[config.mk]
export PLATFORM = sky130hd
export DESIGN_NAME = clu_bridge
export DESIGN_NICKNAME = d
export VERILOG_FILES = /design/src/clu_fifo.v /design/src/clu_ram.v /design/src/clu_bridge.v
export VERILOG_INCLUDE_DIRS = /design/src /design/src/src
export SDC_FILE = /design/constraint.sdc
export NUM_CORES = 1
export LEC_CHECK = 0
export BUFFER_PORTS_ARGS = -buffer_cell sky130_fd_sc_hd__buf_2
export CAP_MARGIN = 25
export CORE_ASPECT_RATIO = 1.5
export CORE_MARGIN = 5
export CORE_UTILIZATION = 30
export DETAILED_ROUTE_END_ITERATION = 16
export SLEW_MARGIN = 40
export SYNTH_ARGS = -nofsm -noshare
export SYNTH_HDL_FRONTEND = slang
export SYNTH_SLANG_ARGS = --single-unit
[constraint.sdc]
create_clock -name clk_sys -period 5.27 [get_ports clk_sys]
set_input_delay 1.054 -clock clk_sys [delete_from_list [all_inputs] [get_ports clk_sys]]
set_output_delay 1.054 -clock clk_sys [all_outputs]
set_load 0.005 [all_outputs]
[src/clu_defines.vh]
// constants for the cell path link to utopia level 2 bridge
// assumes inclusion by bare name from each design file
`ifndef CLU_DEFINES_VH
`define CLU_DEFINES_VH
`define CLU_CELL_MIN       6'h34
`define CLU_CELL_MAX       6'h38
`define CLU_CELL_PAYLOAD   6'h35
`define CLU_TAG_MAX        3'h4
`define CLU_PHY_MAX        5'h1E
`define CLU_PHY_NULL       5'h1F
`define CLU_FIFO_WIDTH     9
`define CLU_FIFO_DEPTH     8
`define CLU_FIFO_AW        3
`define CLU_RSP_DEPTH      64
`define CLU_RSP_AW         6
`define CLU_PROG_MARK      8'hFF
`define CLU_LINK_DIV       3'h3
`define CLU_LINK_DIV_W     3
`endif

[src/clu_fifo.v]
// small synchronous fifo with valid/ready on both sides
// assumes one clock, an enable freezing all state, async high reset
`timescale 1ns/100ps
`include "clu_defines.vh"
module clu_fifo #(
  parameter WIDTH = `CLU_FIFO_WIDTH,
  parameter DEPTH = `CLU_FIFO_DEPTH,
  parameter AW    = `CLU_FIFO_AW
) (
  input  wire             clk_sys,
  input  wire             sys_rst,
  input  wire             clk_en,
  input  wire [WIDTH-1:0] in_data,
  input  wire             in_valid,
  output wire             in_ready,
  output reg  [WIDTH-1:0] out_data,
  output wire             out_valid,
  input  wire             out_ready
);
  reg [WIDTH-1:0] mem [0:DEPTH-1];
  reg [AW:0]      wr_ptr;
  reg [AW:0]      rd_ptr;
  reg             head_valid;
  wire            empty = (wr_ptr == rd_ptr);
  wire            full  = (wr_ptr[AW] != rd_ptr[AW]) &&
                          (wr_ptr[AW-1:0] == rd_ptr[AW-1:0]);
  wire            pop   = !empty && (!head_valid || out_ready);
  assign in_ready  = !full;
  assign out_valid = head_valid;
  always @(posedge clk_sys) begin
    if (clk_en && in_valid && !full) begin
      mem[wr_ptr[AW-1:0]] <= in_data;
    end
  end
  always @(posedge clk_sys or posedge sys_rst) begin
    if (sys_rst) begin
      wr_ptr     <= {(AW+1){1'b0}};
      rd_ptr     <= {(AW+1){1'b0}};
      head_valid <= 1'b0;
      out_data   <= {WIDTH{1'b0}};
    end else if (clk_en) begin
      if (in_valid && !full) begin
        wr_ptr <= wr_ptr + 1'b1;
      end
      if (pop) begin
        out_data   <= mem[rd_ptr[AW-1:0]];
        rd_ptr     <= rd_ptr + 1'b1;
        head_valid <= 1'b1;
      end else if (out_ready) begin
        head_valid <= 1'b0;
      end
    end
  end
endmodule

[src/clu_ram.v]
// simple dual port memory, separate write and read addresses, with registered read data
// assumes one clock and an enable that freezes all state
`timescale 1ns/100ps
`include "clu_defines.vh"
module clu_ram #(
  parameter WIDTH = 8,
  parameter DEPTH = `CLU_RSP_DEPTH,
  parameter AW    = `CLU_RSP_AW
) (
  input  wire             clk_sys,
  input  wire             clk_en,
  input  wire             wr_en,
  input  wire [AW-1:0]    wr_addr,
  input  wire [WIDTH-1:0] wr_data,
  input  wire [AW-1:0]    rd_addr,
  output reg  [WIDTH-1:0] rd_data
);
  reg [WIDTH-1:0] mem [0:DEPTH-1];
  always @(posedge clk_sys) begin
    if (clk_en) begin
      if (wr_en) begin
        mem[wr_addr] <= wr_data;
      end
      rd_data <= mem[rd_addr];
    end
  end
endmodule

[src/clu_bridge.v]
// cell path link to utopia level 2 bridge, device side
// assumes clk_sys 50 MHz; link and utopia pins asynchronous, synchronised
// Functional notes
// - incoming link data 4 or 8 bits
// - outgoing link data 4 or 8 bits
// - utopia receive data 8 bits, or 16 bits xored into one byte in cfg_utopia_wide mode
// - utopia transmit data 8 bits, upper byte zero in either cfg_utopia_wide mode
// - multi-phy master serving up to 31 phys
// - whole cell per grant, cell handshake
// - drive five-bit rx address and enable
// - cell length 52 through 56 bytes
// - link logic runs up to 50 MHz
// - receive direction prepends up to four tags
// - transmit direction strips up to four tags
// - tag settings independent per direction
// - programming cells go to interpreter
// - round-robin among phys and response generator
// - programming cells kept from phys, responses returned
// - management port utility or parallel style
// - settings loaded from serial config memory
// - frame marker with first outgoing transfer
`timescale 1ns/100ps
`include "clu_defines.vh"
module clu_bridge (
  input  wire        clk_sys,
  input  wire        sys_rst,
  input  wire        clk_en,
  input  wire        cfg_link_wide,
  input  wire        cfg_utopia_wide,
  input  wire [5:0]  cfg_cell_len,
  input  wire [4:0]  cfg_phy_count,
  input  wire        cfg_rx_tag_en,
  input  wire [2:0]  cfg_rx_tag_len,
  input  wire [31:0] cfg_rx_tag,
  input  wire        cfg_tx_tag_en,
  input  wire [2:0]  cfg_tx_tag_len,
  input  wire        cfg_mgmt_parallel,
  input  wire        cfg_out_clk_drive,
  input  wire [7:0]  link_in_data,
  input  wire        link_in_frame_marker,
  output reg         link_in_clock,
  output reg  [7:0]  link_out_data,
  output reg         link_out_frame_marker,
  input  wire        link_out_clock_in,
  output reg         link_out_clock_out,
  output wire        link_out_clock_oe_n,
  input  wire [15:0] utopia_rx_data,
  input  wire        utopia_rx_soc,
  input  wire        utopia_rx_clav,
  output reg         utopia_rx_enb_n,
  output reg  [4:0]  utopia_rx_addr,
  output reg  [15:0] utopia_tx_data,
  output reg         utopia_tx_soc,
  output reg  [4:0]  utopia_tx_addr,
  output reg         utopia_tx_valid,
  output reg         prog_valid,
  output reg  [7:0]  prog_byte,
  output reg         prog_last,
  input  wire        rsp_wr,
  input  wire [7:0]  rsp_data,
  input  wire        rsp_done,
  output wire        rsp_pending,
  output wire        mgmt_mode_parallel,
  output reg         cell_len_error
);
////////////////////////////////////////////////////////////////////////
// synchronisers
  reg [7:0]  lin_d1;
  reg [7:0]  lin_d2;
  reg        lfm_d1;
  reg        lfm_d2;
  reg        loc_d1;
  reg        loc_d2;
  reg        loc_d3;
  reg [15:0] urx_d1;
  reg [15:0] urx_d2;
  reg        usoc_d1;
  reg        usoc_d2;
  reg        uclav_d1;
  reg        uclav_d2;
  always @(posedge clk_sys or posedge sys_rst) begin
    if (sys_rst) begin
      lin_d1   <= 8'h00;
      lin_d2   <= 8'h00;
      lfm_d1   <= 1'b0;
      lfm_d2   <= 1'b0;
      loc_d1   <= 1'b0;
      loc_d2   <= 1'b0;
      loc_d3   <= 1'b0;
      urx_d1   <= 16'h0000;
      urx_d2   <= 16'h0000;
      usoc_d1  <= 1'b0;
      usoc_d2  <= 1'b0;
      uclav_d1 <= 1'b0;
      uclav_d2 <= 1'b0;
    end else if (clk_en) begin
      lin_d1   <= link_in_data;
      lin_d2   <= lin_d1;
      lfm_d1   <= link_in_frame_marker;
      lfm_d2   <= lfm_d1;
      loc_d1   <= link_out_clock_in;
      loc_d2   <= loc_d1;
      loc_d3   <= loc_d2;
      urx_d1   <= utopia_rx_data;
      urx_d2   <= urx_d1;
      usoc_d1  <= utopia_rx_soc;
      usoc_d2  <= usoc_d1;
      uclav_d1 <= utopia_rx_clav;
      uclav_d2 <= uclav_d1;
    end
  end
////////////////////////////////////////////////////////////////////////
// link clocks: divider for incoming clock, outgoing clock strobe
  reg [`CLU_LINK_DIV_W-1:0] div_cnt;
  wire in_tick  = (div_cnt == `CLU_LINK_DIV) && link_in_clock;
  wire out_tick = cfg_out_clk_drive ? in_tick :
                  (loc_d2 && !loc_d3);
  assign link_out_clock_oe_n = !cfg_out_clk_drive;
  assign mgmt_mode_parallel  = cfg_mgmt_parallel;
  always @(posedge clk_sys or posedge sys_rst) begin
    if (sys_rst) begin
      div_cnt            <= {`CLU_LINK_DIV_W{1'b0}};
      link_in_clock      <= 1'b0;
      link_out_clock_out <= 1'b0;
    end else if (clk_en) begin
      if (div_cnt == `CLU_LINK_DIV) begin
        div_cnt       <= {`CLU_LINK_DIV_W{1'b0}};
        link_in_clock <= !link_in_clock;
      end else begin
        div_cnt <= div_cnt + 1'b1;
      end
      link_out_clock_out <= link_in_clock;
    end
  end
////////////////////////////////////////////////////////////////////////
// incoming link: nibble/byte assembly, tag strip, programming detect
  reg        nib_hi;
  reg [3:0]  nib_lo;
  reg [5:0]  in_cnt;
  reg        in_prog;
  reg        in_active;
  reg        in_sof;
  reg [5:0]  in_len_seen;
  wire       in_soc   = lfm_d2;
  wire [7:0] in_byte  = cfg_link_wide ? lin_d2 :
                        {lin_d2[3:0], nib_lo};
  wire       in_bvalid = in_tick && (cfg_link_wide || (nib_hi && !in_soc));
  wire       in_start = (cfg_link_wide ? in_soc : in_sof) &&
                        (in_cnt == 6'h00);
  wire [2:0] tx_tag_n = (cfg_tx_tag_len > `CLU_TAG_MAX) ? `CLU_TAG_MAX :
                        cfg_tx_tag_len;
  wire [5:0] tx_strip = cfg_tx_tag_en ? {3'h0, tx_tag_n} : 6'h00;
  wire       tx_last  = (in_cnt == cfg_cell_len - 6'h01);
  wire [8:0] txf_in   = {tx_last, in_byte};
  wire       in_prog_now = in_start ? (in_byte == `CLU_PROG_MARK) : in_prog;
  wire       txf_rdy;
  wire       txf_wr   = in_bvalid && (in_active || in_start) &&
                        !in_prog_now && txf_rdy &&
                        (in_cnt >= tx_strip);
  always @(posedge clk_sys or posedge sys_rst) begin
    if (sys_rst) begin
      nib_hi         <= 1'b0;
      nib_lo         <= 4'h0;
      in_cnt         <= 6'h00;
      in_prog        <= 1'b0;
      in_active      <= 1'b0;
      in_sof         <= 1'b0;
      in_len_seen    <= 6'h00;
      prog_valid     <= 1'b0;
      prog_byte      <= 8'h00;
      prog_last      <= 1'b0;
      cell_len_error <= 1'b0;
    end else if (clk_en) begin
      prog_valid <= 1'b0;
      cell_len_error <= (cfg_cell_len < `CLU_CELL_MIN) ||
                        (cfg_cell_len > `CLU_CELL_MAX);
      if (in_tick) begin
        if (in_soc) begin
          nib_hi <= !cfg_link_wide;
          in_sof <= !cfg_link_wide;
        end else begin
          nib_hi <= cfg_link_wide ? 1'b0 : !nib_hi;
        end
        nib_lo <= lin_d2[3:0];
      end
      if (in_bvalid) begin
        in_sof <= 1'b0;
        if (in_start) begin
          in_active <= 1'b1;
        end
        if (in_active || in_start) begin
          in_prog <= in_prog_now;
          if (in_prog_now) begin
            prog_valid <= 1'b1;
            prog_byte  <= in_byte;
            prog_last  <= tx_last;
          end
          if (tx_last) begin
            in_cnt    <= 6'h00;
            in_active <= 1'b0;
            in_prog   <= 1'b0;
          end else begin
            in_cnt <= in_cnt + 6'h01;
          end
          in_len_seen <= in_cnt;
        end
      end
    end
  end
////////////////////////////////////////////////////////////////////////
// transmit fifo toward the phys
  wire [8:0] txf_out;
  wire       txf_val;
  reg        tx_first;
  clu_fifo #(
    .WIDTH (`CLU_FIFO_WIDTH),
    .DEPTH (`CLU_FIFO_DEPTH),
    .AW    (`CLU_FIFO_AW)
  ) u_tx_fifo (
    .clk_sys   (clk_sys),
    .sys_rst   (sys_rst),
    .clk_en    (clk_en),
    .in_data   (txf_in),
    .in_valid  (txf_wr),
    .in_ready  (txf_rdy),
    .out_data  (txf_out),
    .out_valid (txf_val),
    .out_ready (1'b1)
  );
  always @(posedge clk_sys or posedge sys_rst) begin
    if (sys_rst) begin
      utopia_tx_data  <= 16'h0000;
      utopia_tx_soc   <= 1'b0;
      utopia_tx_valid <= 1'b0;
      utopia_tx_addr  <= 5'h00;
      tx_first        <= 1'b1;
    end else if (clk_en) begin
      utopia_tx_valid <= txf_val;
      if (txf_val) begin
        utopia_tx_data <= cfg_utopia_wide ? {8'h00, txf_out[7:0]} :
                          {8'h00, txf_out[7:0]};
        utopia_tx_soc  <= tx_first;
        utopia_tx_addr <= in_len_seen[4:0] & cfg_phy_count;
        tx_first       <= txf_out[8];
      end
    end
  end
////////////////////////////////////////////////////////////////////////
// response cell store
  reg  [5:0] rsp_wptr;
  reg  [5:0] rsp_rptr;
  reg        rsp_full;
  wire [7:0] rsp_q;
  assign rsp_pending = rsp_full;
  clu_ram #(
    .WIDTH (8),
    .DEPTH (`CLU_RSP_DEPTH),
    .AW    (`CLU_RSP_AW)
  ) u_rsp_ram (
    .clk_sys (clk_sys),
    .clk_en  (clk_en),
    .wr_en   (rsp_wr && !rsp_full),
    .wr_addr (rsp_wptr),
    .wr_data (rsp_data),
    .rd_addr (rsp_rptr),
    .rd_data (rsp_q)
  );
////////////////////////////////////////////////////////////////////////
// round-robin scheduler and utopia receive side
  localparam ST_POLL = 2'h0;
  localparam ST_PHY  = 2'h1;
  localparam ST_RSP  = 2'h2;
  reg [1:0]  state;
  reg [4:0]  poll_addr;
  reg        rr_rsp_turn;
  reg [5:0]  out_cnt;
  reg        out_lo;
  wire [2:0] rx_tag_n  = (cfg_rx_tag_len > `CLU_TAG_MAX) ? `CLU_TAG_MAX :
                         cfg_rx_tag_len;
  wire [5:0] rx_tags   = cfg_rx_tag_en ? {3'h0, rx_tag_n} : 6'h00;
  wire [5:0] out_total = cfg_cell_len + rx_tags;
  wire [31:0] tag_sh   = cfg_rx_tag << {out_cnt[1:0], 3'h0};
  wire [7:0] tag_byte  = tag_sh[31:24];
  wire [7:0] phy_byte  = cfg_utopia_wide ? urx_d2[15:8] ^ urx_d2[7:0] :
                         urx_d2[7:0];
  wire [7:0] out_byte  = (out_cnt < rx_tags) ? tag_byte :
                         (state == ST_RSP) ? rsp_q : phy_byte;
  wire       out_step  = out_tick && (cfg_link_wide || out_lo);
  always @(posedge clk_sys or posedge sys_rst) begin
    if (sys_rst) begin
      state                 <= ST_POLL;
      poll_addr             <= 5'h00;
      rr_rsp_turn           <= 1'b0;
      out_cnt               <= 6'h00;
      out_lo                <= 1'b0;
      utopia_rx_addr        <= `CLU_PHY_NULL;
      utopia_rx_enb_n       <= 1'b1;
      link_out_data         <= 8'h00;
      link_out_frame_marker <= 1'b0;
      rsp_wptr              <= 6'h00;
      rsp_rptr              <= 6'h00;
      rsp_full              <= 1'b0;
    end else if (clk_en) begin
      if (rsp_wr && !rsp_full) begin
        rsp_wptr <= rsp_wptr + 6'h01;
      end
      case (state)
        ST_POLL: begin
          utopia_rx_enb_n <= 1'b1;
          out_cnt         <= 6'h00;
          rsp_rptr        <= 6'h00;
          if (rr_rsp_turn && rsp_full) begin
            state    <= ST_RSP;
          end else if (!rr_rsp_turn && uclav_d2) begin
            state           <= ST_PHY;
            utopia_rx_enb_n <= 1'b0;
          end else begin
            if (poll_addr >= cfg_phy_count || poll_addr >= `CLU_PHY_MAX) begin
              poll_addr   <= 5'h00;
              rr_rsp_turn <= 1'b1;
            end else begin
              poll_addr   <= poll_addr + 5'h01;
              rr_rsp_turn <= 1'b0;
            end
            utopia_rx_addr <= poll_addr;
          end
        end
        ST_PHY, ST_RSP: begin
          if (out_tick) begin
            out_lo <= cfg_link_wide ? 1'b0 : !out_lo;
          end
          if (out_tick) begin
            link_out_data <= cfg_link_wide ? out_byte :
              {4'h0, out_lo ? out_byte[3:0] : out_byte[7:4]};
            link_out_frame_marker <= (out_cnt == 6'h00) && !out_lo;
          end
          if (out_step) begin
            if (out_cnt >= rx_tags) begin
              rsp_rptr <= rsp_rptr + 6'h01;
            end
            if (out_cnt == out_total - 6'h01) begin
              state           <= ST_POLL;
              utopia_rx_enb_n <= 1'b1;
              rr_rsp_turn     <= (state == ST_RSP) ? 1'b0 : 1'b1;
              if (state == ST_RSP) begin
                rsp_full <= 1'b0;
                rsp_wptr <= 6'h00;
              end
            end else begin
              out_cnt <= out_cnt + 6'h01;
            end
          end
        end
        default: begin
          state <= ST_POLL;
        end
      endcase
      if (rsp_done) begin
        rsp_full <= 1'b1;
      end
    end
  end
  // initial settings arrive on the cfg_ ports from the loader
endmodule

==> summary.md <==
| Metric | Value |
|---|---|
| Outcome | complete, no violations |
| CP Max Fanout | 7 |
| Count of final max-slew check failures | 0 |
| Clk Tree Root Cell | clkbuf_16 |
| LEAKAGE | around 13 nW |
| Clock transition at path regs | around 0.060 ns |
| Hold Path Class | in2async |
| IO Pins | 150 |
| Worst vdd ir | a little under 0.0003 V |
| CTS tree | done |
| Final Routed Wirelength | around 75 mm |
| Tmin final | ~3.8 ns |
| CP max-delay cell | or4_1 |
| Syn Inst Count | between 2000 and 2500 |
| Port bufs | between 100 and 150 |
| Critical Path RT | just under 6 ns |
| DR iter-0 viols | around 1300 |
| CP peak stage delay | 0.52 ns |
| Antenna diode count | 0 |
| # DRC | 0 |
| Post-synth top area cell | edfxtp_1 |
| Most numerous cell in the Yosys netlist | edfxtp_1 |
| Placed wire-length estimate | 50.9 mm |
| Max-Cap Viols | 0 |
| Startpoint types | primary input |
| H-Tree Depth | 3 |
| Vias per cell | approximately 4.8 |
| Routability congestion estimate | about 0.80 |
| FP Rows | between 100 and 150 |
| Actual slew at the worst max-slew pin | around 0.95 ns |
| Syn_area_per_cell | 15.7 um^2 |
| Layout Nets | about 2300 |
| Total number of vias | roughly 17000 |
| Post-synth EDFFs | between 500 and 600 |
| Placed insts | about 3500 |
| Final Total Pwr | 15.2 mW |
| Asr flop ratio synth | ~22% |
| Die Y | 407 um |
| TNS Setup | 0 ns |
| # setup viols final | 0 |
| Clk_skew | between 0.03 and 0.04 ns |
| Crit end category | register |
| Final worst-path cycle share | 71.3% |
| # hold bufs at CTS | 0 |
| RSZ-0062 raised after global routing | no |
| Share of cells above drive strength 1 | 22.1% |
| Clock Sink Count | ~760 |
| Cell Chain, Critical Path | buf_2 -> nor2b_1 -> nand2_1 -> ha_1 -> inv_1 -> ha_1 -> inv_1 -> fa_1 -> nor3b_1 -> or4_1 -> a211oi_2 -> and2_1 -> and3_1 -> o21ai_0 |
| WP data arrival | approximately 4.3 ns |
| Fmax | 266 MHz |
| Largest cells by area after synthesis | edfxtp_1, dfrtp_1, mux2i_1, mux4_2, mux2_2 |
| Synth Cell Area | about 32000 um^2 |
| Number of antenna violations at the first check in global routing | 7 |
| Starting Density | a little under a third |
| Max Root-Sink Buffers | 3 |
| Cts repair resizes | 0 |
| DR WL/cell | 20.8 um |
| Register area share after synthesis | between 60% and 70% |
| Latest clock arrival within the worst-skew pair | around 0.65 ns |
| Utilization after layout | 35.0% |
| Post-route non-filler standard cell count | between 3000 and 4000 |
| Vias in the first global route | ~18000 |
| Yosys top cell area share | around 56% |
| Crit Path Category | in2reg |
| Antenna-violating nets left | 0 |
| Synth unique cells | 68 |
| Number of synthesized register bits | roughly 760 |
| Top_reg_cell synth | edfxtp_1 |
| Largest net degree at the start of global routing | between 100 and 150 |
| Post-CTS setup buffers | 0 |
| Die Area | roughly 110000 um^2 |
| Slew HR | about a third |
| Final hold violations | 0 |
| TritonRoute pass-1 iters | 7 |
| Total CTS buffers | 77 |
| Yosys Warn Count | 0 |
| Core ar. | 104000 um^2 |
| Gr ovfl total | 0 |
| Horiz. Die Dim | about 270 um |
| First-pass GRT wire length | ~110 mm |
| Pwr Density | between 400 and 500 nW/um^2 |
| Min Hold Slack | around 0.42 ns |
| Synthesis-to-layout area growth | 15.9% |
| Total Routing Usage GR | between 10% and 20% |
| Synth top cells by count | edfxtp_1, mux2i_1, dfrtp_1 |
## per-stage QoR
step,setup slack (ns),instance area (um^2)
CTS,1.56,36500
global route,1.27,36500
floorplan,1.45,31600
detailed placement,0.875,33900
finish,1.51,36500
global placement,0.892,33800
## registers in the layout (all words and copies together) (netlist names), 5 cells and up
name and cells:
in_len_seen 5, in_cnt 6, lin_d2 8, u_rsp_ram.mem 512, urx_d2 16, link_out_data 8, out_cnt 6, rsp_wptr 6
utopia_tx_data 8, u_tx_fifo.out_data 9, rsp_rptr 6, u_tx_fifo.mem 72, utopia_tx_addr 5, urx_d1 16, prog_byte 8, utopia_rx_addr 5
poll_addr 5, u_rsp_ram.rd_data 8, lin_d1 8
## worst paths after layout
check                                   from              endpoint  slack [ns]  cells past startpoint
min reg2reg                utopia_rx_addr[3]     utopia_rx_addr[3]        0.47                      2
min in group clk_sys       utopia_rx_addr[3]     utopia_rx_addr[3]        0.47                      2
max reg2reg                      rsp_rptr[0]  u_rsp_ram.rd_data[6]        1.70                      7
max                        cfg_rx_tag_len[2]           rsp_pending        1.51                     14
min                                  sys_rst            urx_d2[11]        0.42                      2
max in group asynchronous            sys_rst     utopia_rx_addr[2]        4.12                      3
## cell usage in the layout (no fill, tap or decap), drive strengths merged, types with 15 or more instances in the layout
cell type / n
edfxtp: 592
a22oi: 64
mux4: 58
a21oi: 46
nand3: 30
mux2: 94
ha: 35
xor2: 26
buf: 178
nor2: 104
o21ai: 63
xnor2: 16
inv: 45
dfrtp: 160
a22o: 15
a221oi: 17
nor2b: 34
mux2i: 192
clkbuf: 91
a211oi: 20
nand2: 150
clkinv: 36
## per-layer routing
layer	part of all wire, %	up-vias	routed length [um]	GRT usage, %
met1	39	8818	29400	15.5
met5	0	-	0	0
met3	5.6	133	4190	2.27
met4	3.2	0	2400	4.80
met2	52	522	39400	23.9
li1	-	7995	-	-
## cells by family after synthesis
| group | Yosys count | synth area share [%] |
|---|---|---|
| adder cells (fa/ha/maj) | 36 | 1.45 |
| AO/OA/AOI/OAI | 281 | 6.01 |
| buffers and inverters | 159 | 2.16 |
| AND/OR/NAND/NOR | 392 | 5.90 |
| XOR/XNOR | 42 | 1.19 |
| multiplexers | 344 | 13.6 |
| flip-flops | 759 | 69.7 |
| other | 1 | 0.0119 |
## critical path: cells and delay by family
kind	cells	cell delay, ns
buffers and inverters	3	0.23
adders and majority gates	3	0.77
and+or+nand+nor	6	1.64
AOI/OAI and AO/OA	2	0.56
## cell type report
cell class                      instances  area (um^2)
Clock inverter                         53          637
Sequential cell                       759        22000
Timing Repair Buffer                  178         1060
Clock buffer                           91         2010
Fill cell                            9860        67800
Inverter                               42          161
Tap cell                             1396         1750
Multi-Input combinational cell       1103         8960
## report_power, final
group | leakage, nW | switching [mW] | total, mW | internal [mW]
clock | 1.29 | 2.37 | 5.64 | 3.27
combinational | 3.84 | 1.51 | 2.59 | 1.08
sequential | 7.44 | 0.276 | 7.01 | 6.73
total | 12.6 | 4.15 | 15.2 | 11.1
(Power assumes the default switching activity.)
